[config.mk]
export PLATFORM = sky130hd
export DESIGN_NAME = ast_tx
export DESIGN_NICKNAME = d
export VERILOG_FILES = /design/src/hw/ast_pkg.sv /design/src/hw/ast_lane_if.sv /design/src/hw/ast_bitgen.sv /design/src/hw/ast_shifter.sv /design/src/hw/ast_tx.sv
export VERILOG_INCLUDE_DIRS = /design/src /design/src/hw
export SDC_FILE = /design/constraint.sdc
export NUM_CORES = 1
export LEC_CHECK = 0
export ABC_AREA = 1
export ABC_CLOCK_PERIOD_IN_PS = 2900
export BUFFER_PORTS_ARGS = -buffer_cell sky130_fd_sc_hd__buf_4
export CAP_MARGIN = 40
export CORE_UTILIZATION = 55
export DETAILED_ROUTE_END_ITERATION = 7
export PLACE_DENSITY_LB_ADDON = 0.2
export SLEW_MARGIN = 30
export SYNTH_ARGS = -nofsm -noshare
export SYNTH_HDL_FRONTEND = slang
export SYNTH_HIERARCHICAL = 1
export SYNTH_SLANG_ARGS = --single-unit
[constraint.sdc]
create_clock -name core_clk -period 2.9 [get_ports core_clk]
set_clock_uncertainty 0.1 [all_clocks]
set_input_delay 0.145 -clock core_clk [delete_from_list [all_inputs] [get_ports core_clk]]
set_output_delay 0.145 -clock core_clk [all_outputs]
set_load 0.05 [all_outputs]
[src/hw/ast_defs.svh]
`ifndef AST_DEFS_SVH
`define AST_DEFS_SVH

// ----------------------------------------
// Register byte offsets
// ----------------------------------------
`define AST_OFF_CTRL 4'h0
`define AST_OFF_DATA0 4'h4
`define AST_OFF_DATA1 4'h8
`define AST_OFF_DATA2 4'hc

// ----------------------------------------
// Control/status field positions
// ----------------------------------------
`define AST_B_MST 3
`define AST_B_WL 4
`define AST_B_DIR 6
`define AST_B_LRS 7
`define AST_B_CKP 8
`define AST_B_REL 9
`define AST_B_DWE 10
`define AST_B_IE 11
`define AST_B_IL 12
`define AST_CTRL_RESET 13'h0000

// ----------------------------------------
// Word length codes and vectors
// ----------------------------------------
`define AST_WL_16 2'h0
`define AST_WL_24 2'h1
`define AST_WL_32 2'h2
`define AST_TOP_BIT 6'h17
`define AST_EXP_BITS 6'h08
`define AST_VEC_L0 8'h10
`define AST_VEC_R0 8'h12
`define AST_VEC_X0 8'h14
`define AST_VEC_L1 8'h40
`define AST_VEC_R1 8'h42
`define AST_VEC_X1 8'h44

// ----------------------------------------
// Timing
// ----------------------------------------
`define AST_CORE_CLK_NS 20
`define AST_BCLK_NS 160
`define AST_HALF_CYCLES (`AST_BCLK_NS / (2 * `AST_CORE_CLK_NS))

`endif

[src/hw/ast_pkg.sv]
package ast_pkg;
	typedef logic [23:0] ast_word_t;
	typedef enum logic [2:0]
	{
		st_idle = 3'b001,
		st_seek = 3'b010,
		st_shift = 3'b100
	} ast_state_t;
endpackage

[src/hw/ast_lane_if.sv]
interface ast_lane_if;
	logic change;
	logic ws_sync;
	logic sck_level;
	logic master;
	logic ckp;
	logic run;
	logic load;
	logic shifting;
	logic dwe;
	logic dir;
	logic [5:0] idx;
	logic [1:0] wl;
	modport gen (input master, ckp, run, output change, ws_sync, sck_level);
	modport ctrl (input change, ws_sync, sck_level,
		output master, ckp, run, load, shifting, dwe, dir, idx, wl);
	modport lane (input change, run, load, shifting, dwe, dir, idx, wl);
endinterface

[src/hw/ast_bitgen.sv]
`include "ast_defs.svh"

module ast_bitgen (
	// Clock and reset
	input wire logic core_clk,
	input wire logic rst,
	// Raw link pins
	input wire logic sck_pin,
	input wire logic ws_pin,
	// Shared strobes
	ast_lane_if.gen lif
);
	logic [1:0] sck_sync;
	logic [1:0] ws_sync_r;
	logic sck_prev;
	logic [7:0] half_cnt;
	logic gen_sck;

	wire half_done = (half_cnt == 8'(`AST_HALF_CYCLES - 1));
	wire slave_rise = sck_sync[1] & ~sck_prev;
	wire slave_fall = ~sck_sync[1] & sck_prev;
	wire slave_change = lif.ckp ? slave_rise : slave_fall;
	wire master_change = lif.run & half_done & ((~gen_sck) == lif.ckp);

	assign lif.sck_level = gen_sck;

	always_ff @(posedge core_clk)
	begin
		sck_sync <= {sck_sync[0], sck_pin};
		ws_sync_r <= {ws_sync_r[0], ws_pin};
		sck_prev <= sck_sync[1];
		lif.ws_sync <= ws_sync_r[1];
		lif.change <= rst ? 1'b0 : (lif.master ? master_change : slave_change);
	end

	// Idle level is the one opposite the change edge, so the first toggle launches bit 0
	always_ff @(posedge core_clk)
	begin
		if (rst || !lif.run)
		begin
			half_cnt <= 8'h00;
			gen_sck <= ~lif.ckp;
		end
		else if (half_done)
		begin
			half_cnt <= 8'h00;
			gen_sck <= ~gen_sck;
		end
		else
			half_cnt <= half_cnt + 8'h01;
	end
endmodule // ast_bitgen

[src/hw/ast_shifter.sv]
`include "ast_defs.svh"

module ast_shifter (
	// Clock and reset
	input wire logic core_clk,
	input wire logic rst,
	// Lane data
	input wire logic enable,
	input wire ast_pkg::ast_word_t data,
	ast_lane_if.lane lif,
	// Serial output
	output logic sdo
);
	ast_pkg::ast_word_t sreg;

	function automatic logic pick(input ast_pkg::ast_word_t w, input logic [5:0] idx,
		input logic [1:0] wl, input logic dwe, input logic dir);
		logic [5:0] k;
		logic [5:0] pos;
		k = idx;
		if (wl == `AST_WL_32)
			k = dwe ? ((idx < `AST_EXP_BITS) ? 6'h00 : idx - `AST_EXP_BITS)
				: ((idx > `AST_TOP_BIT) ? `AST_TOP_BIT : idx);
		if (wl == `AST_WL_16)
			pos = dir ? k + `AST_EXP_BITS : `AST_TOP_BIT - k;
		else
			pos = dir ? k : `AST_TOP_BIT - k;
		return w[pos[4:0]];
	endfunction

	always_ff @(posedge core_clk)
	begin
		if (rst)
		begin
			sreg <= 24'h000000;
			sdo <= 1'b1;
		end
		else
		begin
			if (!enable || !lif.run)
				sdo <= 1'b1;
			else if (lif.change && lif.shifting)
				sdo <= pick(lif.load ? data : sreg, lif.idx, lif.wl, lif.dwe, lif.dir);
			if (lif.change && lif.load)
				sreg <= data;
		end
	end
endmodule // ast_shifter

[src/hw/ast_tx.sv]
// Added by the designer: the address map and the Avalon-MM register port.
`include "ast_defs.svh"

// Operation
// - Word select low marks left, high right; polarity bit inverts; cleared on reset.
// - Clock polarity bit picks which bit-clock edge launches word select and data.
// - Early-timing bit moves word select change one bit before first data bit.
// - 32-bit, no expansion: send 24 data bits, then last bit eight more times.
// - 32-bit with expansion: first bit eight times, then the full 24-bit word.
// - Expansion bit ignored unless word length is 32 bits.
// - Interrupt enable set: request while either empty flag set; flags always update.
// - Clearing interrupt enable masks a pending request two cycles later.
// - Vectors: left for left-empty only, right for right-empty only, exception both.
// - Vector location bit chooses 10/12/14 or 40/42/44 hexadecimal addresses.
// - Writing all enabled data registers clears the single set flag and request.
// - On underrun, flags clear only after status read then data writes.
// - On underrun, stale data register contents are sent again.
// - All lanes run in lockstep; flags reflect every enabled data register.
// - Left-empty sets when right words move into the shift registers.
// - Right-empty sets when left words move into the shift registers.
// - Flags forced clear by resets, stop and all lanes disabled.
// - Status bit 13 is reserved and reads zero.
// - Each 24-bit data register copies to its shifter after the last bit.
// - After enabling, the first word sent is the left word.
// - Word length code selects 16, 24 or 32 bit clocks; code 3 reserved.
// - Master mode drives bit clock and word select; slave mode takes them.
// - A disabled lane holds its serial output high.
// - Direction bit chooses most or least significant bit first.
module ast_tx (
	// Clock and resets
	input wire logic core_clk,
	input wire logic rst,
	input wire logic soft_reset,
	input wire logic stop_mode,
	// Avalon-MM slave
	input wire logic [3:0] avs_address,
	input wire logic avs_read,
	input wire logic avs_write,
	input wire logic [31:0] avs_writedata,
	input wire logic [3:0] avs_byteenable,
	output logic [31:0] avs_readdata,
	output logic avs_waitrequest,
	// Serial link
	input wire logic tx_bit_clock_in,
	output logic tx_bit_clock_out,
	output logic tx_bit_clock_oe,
	input wire logic tx_word_select_in,
	output logic tx_word_select_out,
	output logic tx_word_select_oe,
	output logic [2:0] serial_data_out,
	// Interrupt request
	output logic tx_irq_request,
	output logic [7:0] tx_irq_vector
);
	// ----------------------------------------
	// State
	// ----------------------------------------
	logic [12:0] ctrl;
	logic lde;
	logic rde;
	logic ie_d;
	logic indiv_reset;
	logic status_seen;
	logic [2:0] wr_mask;
	ast_pkg::ast_word_t data_reg [0:2];
	ast_pkg::ast_state_t state;
	ast_pkg::ast_state_t next_state;
	logic side;
	logic armed;
	logic prev_side;
	logic ws_out;
	logic [5:0] cnt;

	ast_lane_if lif ();

	// ----------------------------------------
	// Helpers
	// ----------------------------------------
	function automatic logic [31:0] lane_mask(input logic [3:0] be);
		return {{8{be[3]}}, {8{be[2]}}, {8{be[1]}}, {8{be[0]}}};
	endfunction

	function automatic logic match(input logic ws, input logic prev, input logic want);
		return (ws != prev) && (ws == want);
	endfunction

	function automatic logic [5:0] word_bits(input logic [1:0] wl);
		case (wl)
			`AST_WL_16: return 6'h10;
			`AST_WL_24: return 6'h18;
			default: return 6'h20;
		endcase
	endfunction

	// ----------------------------------------
	// Decode
	// ----------------------------------------
	wire [2:0] en = ctrl[2:0];
	wire master = ctrl[`AST_B_MST];
	wire lrs = ctrl[`AST_B_LRS];
	wire rel = ctrl[`AST_B_REL];
	wire il = ctrl[`AST_B_IL];
	wire [1:0] wl = ctrl[`AST_B_WL +: 2];
	wire idle = stop_mode | indiv_reset;
	wire force_clr = soft_reset | idle;
	wire rd_take = avs_read & ~avs_waitrequest;
	wire wr_take = avs_write & ~avs_waitrequest;
	wire [31:0] be_mask = lane_mask(avs_byteenable);
	wire hit_ctrl = (avs_address == `AST_OFF_CTRL);
	wire [2:0] hit_data = {avs_address == `AST_OFF_DATA2, avs_address == `AST_OFF_DATA1,
		avs_address == `AST_OFF_DATA0};
	wire [2:0] wr_hit = hit_data & {3{wr_take}};
	wire [2:0] mask_now = wr_mask | wr_hit;
	wire all_written = (|en) & ((mask_now & en) == en);
	wire normal = lde ^ rde;
	wire under = lde & rde;
	wire clear_fire = all_written & (normal | (under & status_seen));
	wire [5:0] wl_bits = word_bits(wl);
	wire dwe_eff = ctrl[`AST_B_DWE] & (wl == `AST_WL_32);
	wire ws_side = lif.ws_sync ^ lrs;
	wire in_seek = (state == ast_pkg::st_seek);
	wire in_shift = (state == ast_pkg::st_shift);
	// Mid-word edges are never looked at, only the one expected next
	wire start = lif.change & in_seek
		& (master | (rel ? armed : match(ws_side, prev_side, side)));
	wire last = lif.change & in_shift & (cnt == wl_bits - 6'h01);
	wire arm_now = rel & ~master & ((last & match(ws_side, prev_side, ~side))
		| (lif.change & in_seek & ~armed & match(ws_side, prev_side, side)));
	wire set_l = start & side;
	wire set_r = start & ~side;
	wire next_lde = ~force_clr & (set_l | (lde & ~clear_fire));
	wire next_rde = ~force_clr & (set_r | (rde & ~clear_fire));
	wire next_seen = ~force_clr & ~clear_fire
		& (status_seen | (rd_take & hit_ctrl & under));
	wire [7:0] vec_sel = under ? (il ? `AST_VEC_X1 : `AST_VEC_X0)
		: lde ? (il ? `AST_VEC_L1 : `AST_VEC_L0)
		: rde ? (il ? `AST_VEC_R1 : `AST_VEC_R0) : 8'h00;
	wire [31:0] read_word = hit_ctrl ? {16'h0000, rde, lde, 1'b0, ctrl} : 32'h00000000;

	// ----------------------------------------
	// Lane strobes and pins
	// ----------------------------------------
	assign lif.master = master;
	assign lif.ckp = ctrl[`AST_B_CKP];
	assign lif.run = ~idle;
	assign lif.load = start;
	assign lif.shifting = start | in_shift;
	assign lif.idx = start ? 6'h00 : cnt;
	assign lif.wl = wl;
	assign lif.dwe = dwe_eff;
	assign lif.dir = ctrl[`AST_B_DIR];
	assign tx_bit_clock_out = lif.sck_level;
	assign tx_bit_clock_oe = master;
	assign tx_word_select_out = ws_out;
	assign tx_word_select_oe = master;

	ast_bitgen u_bitgen (
		.core_clk(core_clk),
		.rst(rst),
		.sck_pin(tx_bit_clock_in),
		.ws_pin(tx_word_select_in),
		.lif(lif)
	);

	for (genvar i = 0; i < 3; i++)
	begin : g_lane
		ast_shifter u_lane (
			.core_clk(core_clk),
			.rst(rst),
			.enable(en[i]),
			.data(data_reg[i]),
			.lif(lif),
			.sdo(serial_data_out[i])
		);
	end

	// ----------------------------------------
	// Register bus
	// ----------------------------------------
	// One wait cycle per access keeps read data registered
	always_ff @(posedge core_clk)
	begin
		if (rst)
		begin
			avs_waitrequest <= 1'b1;
			avs_readdata <= 32'h00000000;
		end
		else
		begin
			avs_waitrequest <= ~((avs_read | avs_write) & avs_waitrequest);
			if (avs_read && avs_waitrequest)
				avs_readdata <= read_word;
		end
	end

	always_ff @(posedge core_clk)
	begin
		if (rst || soft_reset)
			ctrl <= `AST_CTRL_RESET;
		else if (wr_take && hit_ctrl)
			ctrl <= (ctrl & ~be_mask[12:0]) | (avs_writedata[12:0] & be_mask[12:0]);
	end

	// Data survives transfers, so an underrun replays the old sample
	always_ff @(posedge core_clk)
	begin
		for (int i = 0; i < 3; i++)
		begin
			if (rst)
				data_reg[i] <= 24'h000000;
			else if (wr_hit[i])
				data_reg[i] <= (data_reg[i] & ~be_mask[23:0])
					| (avs_writedata[23:0] & be_mask[23:0]);
		end
	end

	// ----------------------------------------
	// Flags and interrupt request
	// ----------------------------------------
	always_ff @(posedge core_clk)
	begin
		if (rst)
		begin
			lde <= 1'b0;
			rde <= 1'b0;
			status_seen <= 1'b0;
			wr_mask <= 3'h0;
		end
		else
		begin
			lde <= next_lde;
			rde <= next_rde;
			status_seen <= next_seen;
			// Underrun counts only the writes that follow the status read
			wr_mask <= (force_clr | clear_fire | start | (rd_take & hit_ctrl & under))
				? 3'h0 : mask_now;
		end
	end

	always_ff @(posedge core_clk)
	begin
		if (rst)
		begin
			indiv_reset <= 1'b1;
			ie_d <= 1'b0;
			tx_irq_request <= 1'b0;
			tx_irq_vector <= 8'h00;
		end
		else
		begin
			indiv_reset <= ~|en;
			ie_d <= ctrl[`AST_B_IE];
			tx_irq_request <= ie_d & (lde | rde);
			tx_irq_vector <= vec_sel;
		end
	end

	// ----------------------------------------
	// Word controller
	// ----------------------------------------
	always_comb
	begin
		next_state = state;
		case (state)
			ast_pkg::st_idle: if (!idle) next_state = ast_pkg::st_seek;
			ast_pkg::st_seek:
				if (idle)
					next_state = ast_pkg::st_idle;
				else if (start)
					next_state = ast_pkg::st_shift;
			ast_pkg::st_shift:
				if (idle)
					next_state = ast_pkg::st_idle;
				else if (last)
					next_state = ast_pkg::st_seek;
			default: next_state = ast_pkg::st_idle;
		endcase
	end

	always_ff @(posedge core_clk)
	begin
		if (rst || soft_reset || idle)
		begin
			state <= rst ? ast_pkg::st_idle : next_state;
			side <= 1'b0;
			armed <= 1'b0;
			cnt <= 6'h00;
			prev_side <= 1'b0;
		end
		else
		begin
			state <= next_state;
			armed <= ~start & (armed | arm_now);
			if (last)
				side <= ~side;
			if (lif.change)
			begin
				prev_side <= ws_side;
				cnt <= start ? 6'h01 : (in_shift ? cnt + 6'h01 : cnt);
			end
		end
	end

	always_ff @(posedge core_clk)
	begin
		if (rst || soft_reset)
			ws_out <= 1'b0;
		else if (idle)
			ws_out <= lrs;
		else if (master && start && !rel)
			ws_out <= side ^ lrs;
		else if (master && last && rel)
			ws_out <= ~side ^ lrs;
	end
endmodule // ast_tx

==> results of run 1 <==
==> cells in the mapped netlist (all sizes together) <==
library cell  number  area [um^2]
a21o               1         7.51
nand2            349         1490
or2                1         6.26
dfxtp            145         2900
or3                1         6.26
xor2               8         92.6
o21bai             4         30.0
nor3               9         82.6
clkbuf            34          128
clkinv             1         3.75
nand4             10         62.6
o21ai             81          428
nand3            122          743
a221oi            21          184
a211oi             6         45.0
a21oi            161          817
edfxtp            73         2190
o21a               1         7.51
nor2             214          853
nand3b            11         82.6
a31oi              2         12.5
conb               1         3.75
buf               44          284
ha                 4         50.1
inv              162          613
mux2i             24          240
o311ai             1         8.76
xnor2              4         57.6
o211ai             6         45.0
==> layout by cell type (no fill, tap or decap), types with 10 or more instances in the layout <==
cell,Yosys,routed
edfxtp_1,73,73
nand3b_1,11,11
nor2_2,8,10
nor2_1,202,200
nand3_1,109,108
a221oi_1,21,21
clkbuf_16,0,26
mux2i_1,24,24
conb_1,1,21
inv_1,126,126
nand2_4,9,10
buf_4,23,98
dlygate4sd3_1,0,34
dfxtp_1,145,141
inv_2,35,35
o21ai_0,75,74
nand4_1,10,10
nand2_2,27,29
nand2_1,310,306
a21oi_1,158,158
==> metrics by stage <==
stage / hold slack [ns] / worst slack, ns / area (um^2)
floorplan: 0.0727 / 0.0384 / 11600
global placement: 0.150 / 0.191 / 12200
detailed placement: 0.153 / 0.153 / 12300
CTS: 0.00224 / 0.126 / 13400
global route: 0.0166 / -0.0672 / 13500
finish: 0.00767 / 0.143 / 13500
==> cell families (layout without fill, tap and decap cells) <==
kind of cell / after synthesis / after routing / share of synthesized area
AOI/OAI and AO/OA: 284 / 284 / 0.138
xor gates and xnor gates: 12 / 12 / 0.0131
adders and majority gates: 4 / 4 / 0.00436
buffers and inverters: 241 / 344 / 0.0896
DFF: 218 / 218 / 0.444
muxes: 24 / 24 / 0.0209
other: 1 / 21 / 0.000327
and+or+nand+nor: 717 / 717 / 0.290
==> what timing repair did <==
item,in CTS,in global routing
gates resized for setup,0,17
endpoints found under the setup margin,0,3
endpoints found under the hold margin,44,0
buffers inserted,0,7
hold buffers,34,0
==> area by class of cell <==
class	count	area (um^2)
clock buffer	31	679
clock inverter	13	71.3
fill	1776	6900
inverter	163	617
multi-input combinational	1062	5490
sequential	218	5100
tap	270	338
timing repair buffer	137	1170
==> power by group <==
group | leakage [nW] | switching (W) | internal (W)
combinational | 3.14 | 0.000325 | 0.000139
sequential | 1.93 | 0.0000421 | 0.00321
clock | 0.369 | 0.00126 | 0.00166
==> critical path, cell delays in order, from the launching register on <==
cell and delay [ns]:
dfxtp_2 0.36, inv_2 0.06, nor3_4 0.22, nand2_2 0.08, a21oi_2 0.13, nand2_2 0.09
clkinv_4 0.07, nor2_1 0.05, buf_6 0.13, buf_4 0.15, buf_4 0.14, nor2_2 0.12
nand2_1 0.06, o211ai_1 0.11, nand2_1 0.11, nand2_1 0.07, nand2_1 0.08, xnor2_2 0.15
nor2_1 0.09, nand3_1 0.08, nand2_1 0.07, inv_2 0.03, nand3_2 0.04, nand2_1 0.04
==> layer usage <==
| layer | vias up | part of all wire |
|---|---|---|
| met5 | - | 0 |
| met4 | 0 | 0.034 |
| met3 | 80 | 0.075 |
| met2 | 402 | 0.47 |
| met1 | 4901 | 0.42 |
| li1 | 5116 | - |
==> worst min-delay path by stage <==
stage               slack, ns         startpoint                            end
floorplan                0.07    tx_bit_clock_in   u_bitgen/sck_sync[0]$_DFF_P_
global route             0.02  avs_writedata[17]  data_reg[2][17]$_SDFFCE_PN0P_
detailed placement       0.15    tx_bit_clock_in   u_bitgen/sck_sync[0]$_DFF_P_
finish                  0.008  avs_writedata[17]  data_reg[1][17]$_SDFFCE_PN0P_
CTS                     0.002  avs_writedata[17]  data_reg[2][17]$_SDFFCE_PN0P_
global placement         0.15    tx_bit_clock_in   u_bitgen/sck_sync[0]$_DFF_P_
==> impl_results.md, run 1 <==
* Vias in the first global route at 9494
* Gr busiest metal: met2
* Fin. Hold Viols at 0
* Grt ovf at 0
* R2r endpoint: g_lane[2].u_lane/sdo$_SDFFE_PP1P_
* DRC at 0
* Row cnt at 52
* Slew @ Worst Pin at 0.771 ns
* Nets at 1658
* Post-Synthesis Cells at 1501
* First-pass iteration count of the detailed router at 5
* Placed Instances at 1809
* Layout area overhead at 17.2%
* Power per Cell Area at 493 nW/um^2
* Clock sink count at 218
* Vias/cell at 5.54
* FMAX at 363 MHz
* Period utilization at 0.951
* I/O Pins at 97
* Mean post-synth cell area at 7.65 um^2
* Floorplan core area at 20400 um^2
* CTS tree: yes
* H-tree depth at 1
* Pleak at 5.43 nW
* Fin util at 0.661
* Hold Path Class: input pin to flip-flop
* CTS buffer count at 24
* Synthesized area at 11500 um^2
* Die H at 146 um
* Setup TNS at 0 ns
* Met3 GRT Util at 0.0466
* Met1 usage at 0.384
* Setup violators final at 0
* Share of layout cells above drive strength 1 at 0.166
* Post-route insts no fill at 1894
* Met2 GRT Util at 0.471
* Worst-Skew Late Latency at 0.52 ns
* Critical path class: flip-flop to flip-flop
* RSZ-0062 raised after global routing: true
* Worst Setup Start Kind: flip-flop
* Post-Route WL at 31000 um
* Worst Path Max Fanout at 8
* Seq cells post-synth at 218
* Setup crit end: g_lane[2].u_lane/sdo$_SDFFE_PP1P_
* Clock buffer depth at 3
* Critical Path AT at 3.07 ns
* Detailed Route Iter0 Violations at 922
* Crit path required time at 3.21 ns
* Max cap viols at 0
* Die ar. at 21500 um^2
* Via count at 10499
* Starting density of the core at 0.564
* Post-DRT Antenna Nets at 0
* Sequential area share after synthesis at 0.444
* Critical Path Start: state[1]$_DFF_P_
* R2R setup slack at 0.14 ns
* RePlAce Congestion at 0.911
* Worst hold path depth at 5
* Root buffer cell: clkbuf_16
* R2r worst-path depth at 23
* Initial antenna violation count at 0
* Pins over their slew limit at 0
* Port Buffers at 66
* Largest net degree at the start of global routing at 50
* First-pass GRT wire length at 49200 um
* Min cycle time layout at 2.76 ns
* Inserted Diodes at 0
* Die width at 146 um
* Outcome: complete, no violations
* FF-to-FF Start: state[1]$_DFF_P_
* Avg WL per Cell at 16.4 um
* Pwr Total at 0.00663 W
* Worst-path clk slew at 0.06 ns
* Setup crit end kind: flip-flop
* Slew margin rel. at 0.484
* DP Wirelength at 20700 um
* GRT Overall Usage at 0.287
* Maximum vdd drop at 0.471 mV
* Post-synthesis cell type count at 48
* Ys Warns at 6
(Power assumes the default switching activity.)
==> run 2: changes to the inputs <==
SETUP_SLACK_MARGIN = 0.5   (was default)
==> run 2 against run 1 <==
Net effect:
- non-clock buffer count is 28 higher
- highest routed layer unchanged
- sequential cell count is the same
- largest cell class unchanged
- critical path type unchanged
- global-route usage rose by 0.98 points
- register-to-register slack better by 0.11 ns
- cell count increased by 2.0%
==> impl_results.md, run 2 (synthesized netlist as in run 1, its figures left out) <==
* Setup crit end kind: flip-flop
* Root buffer cell: clkbuf_16
* First-pass GRT wire length at 51000 um
* Crit-path max cell delay at 0.37 ns
* Maximum vdd drop at 0.448 mV
* Via count at 10803
* Pins over their slew limit at 0
* GRT Overall Usage at 0.297
* Post-Route WL at 33100 um
* Worst slack, placed at 0.208 ns
* Design area at 14300 um^2
* Initial antenna violation count at 0
* Hold Path Class: input pin to flip-flop
* Share of layout cells above drive strength 1 at 0.226
* Vias/cell at 5.59
* CTS tree: yes
* Critical Path AT at 2.97 ns
* FMAX at 378 MHz
* Period utilization at 0.912
* Power per Cell Area at 479 nW/um^2
* Max cap viols at 0
* Detailed Route Iter0 Violations at 1120
* Vias in the first global route at 9969
* H-tree depth at 1
* Worst Path Max Fanout at 8
* Port Buffers at 66
* Outcome: complete, no violations
* Placed Area at 12300 um^2
* DP Wirelength at 20800 um
* Die ar. at 21500 um^2
* Nets at 1695
* Floorplan core area at 20400 um^2
* Row cnt at 52
* Slew @ Worst Pin at 0.764 ns
* Cell mode on critical path: nand2_2
* Worst Setup Start Kind: flip-flop
* Min cycle time layout at 2.65 ns
* Avg WL per Cell at 17.1 um
* Int Power at 0.00518 W
* Critical path class: flip-flop to flip-flop
* Fin. Hold Viols at 0
* Leading cell types in the layout, fill and taps excluded: nand2_1, nor2_1, a21oi_1
* Die width at 146 um
* Grt ovf at 0
* Setup TNS at 0 ns
* Switch share at 0.244
* Slew margin rel. at 0.489
* Combinational power share at 0.070
* Die H at 146 um
* I/O Pins at 97
* Clock buffer depth at 3
* Crit path required time at 3.23 ns
* Setup WS post-layout at 0.255 ns
* DRC at 0
* Worst-Skew Late Latency at 0.54 ns
* RePlAce Congestion at 0.926
* Slowest cell on crit path: dfxtp_4
* Clock sink count at 218
* Inserted Diodes at 0
* CTS buffer count at 25
* Layout area overhead at 24.7%
* Clock power frac at 0.456
* Worst-path clk slew at 0.06 ns
* Most common cell after layout, fill and taps aside: nand2_1
* Psw at 0.00167 W
* Sequential Power Share at 0.474
* Post-DRT Antenna Nets at 0
* Starting density of the core at 0.564
* RSZ-0062 raised after global routing: true
* Setup violators final at 0
* Largest net degree at the start of global routing at 58
* First-pass iteration count of the detailed router at 5
* Pleak at 5.77 nW
[run 2: final cells by class]
| cell class | instances | area, um^2 |
|---|---|---|
| Timing Repair Buffer | 165 | 1410 |
| Tap cell | 270 | 338 |
| Clock buffer | 34 | 719 |
| Multi-Input combinational cell | 1069 | 5970 |
| Fill cell | 1573 | 6040 |
| Sequential cell | 218 | 5110 |
| Clock inverter | 12 | 96.3 |
| Inverter | 163 | 668 |
| Timing Repair inverter | 1 | 6.26 |
[run 2: layer usage]
| layer | up-vias | track usage | part of all wire |
|---|---|---|---|
| li1 | 5206 | - | - |
| met1 | 5086 | 0.392 | 0.42 |
| met2 | 427 | 0.497 | 0.48 |
| met3 | 84 | 0.0409 | 0.067 |
| met4 | 0 | 0.108 | 0.032 |
| met5 | - | 0 | 0 |
[run 2: power by group through the flow]
| stage | clock network [W] | registers (W) | logic (W) |
|---|---|---|---|
| 6_report | 0.00312 | 0.00325 | 0.000480 |
| 5_1_grt | 0.00328 | 0.00326 | 0.000506 |
| 4_1_cts | 0.00314 | 0.00325 | 0.000457 |
| 3_5_place_dp | 0 | 0.00332 | 0.000410 |
| 3_3_place_gp | 0 | 0.00332 | 0.000405 |
| 2_1_floorplan | 0 | 0.00336 | 0.000239 |
[run 2: path summary, 6_finish.rpt]
check	slack (ns)	to	cells past startpoint	startpoint
setup / recovery	0.25	g_lane[0].u_lane/sdo$_SDFFE_PP1P_	25	flip-flop
hold / removal	0.02	data_reg[0][23]$_SDFFCE_PN0P_	5	avs_writedata[23]
setup reg to reg	0.25	g_lane[0].u_lane/sdo$_SDFFE_PP1P_	25	flip-flop
hold reg to reg	0.23	u_bitgen/lif.ws_sync$_DFF_P_	0	u_bitgen/ws_sync_r[1]$_DFF_P_
[run 2: per-stage QoR]
| stage | total power, W | cells | hold slack (ns) | utilization |
|---|---|---|---|---|
| final | 0.00686 | 1932 | 0.0168 | 0.703 |
| after global routing | 0.00705 | 1932 | 0.0375 | 0.703 |
| after CTS | 0.00685 | 1916 | 0.00719 | 0.679 |
| after detailed placement | 0.00373 | 1805 | 0.155 | 0.602 |
| after global placement | 0.00372 | 1805 | 0.150 | 0.601 |
| after floorplan | 0.00360 | 1521 | 0.0727 | - |
[run 2: worst max-delay path: cells and delay by family (launching register included)]
family        cells  cell delay, ns
flops             1            0.37
simple gates     20            1.63
buf+inv           5            0.42
[run 2: repair_timing]
item,4_1_cts,5_1_grt
hold buffers,36,0
setup endpoints to repair,3,18
endpoints found under the hold margin,35,0
resized for setup,47,82
setup buffers,24,10
gates cloned,5,3
pin swaps,42,56
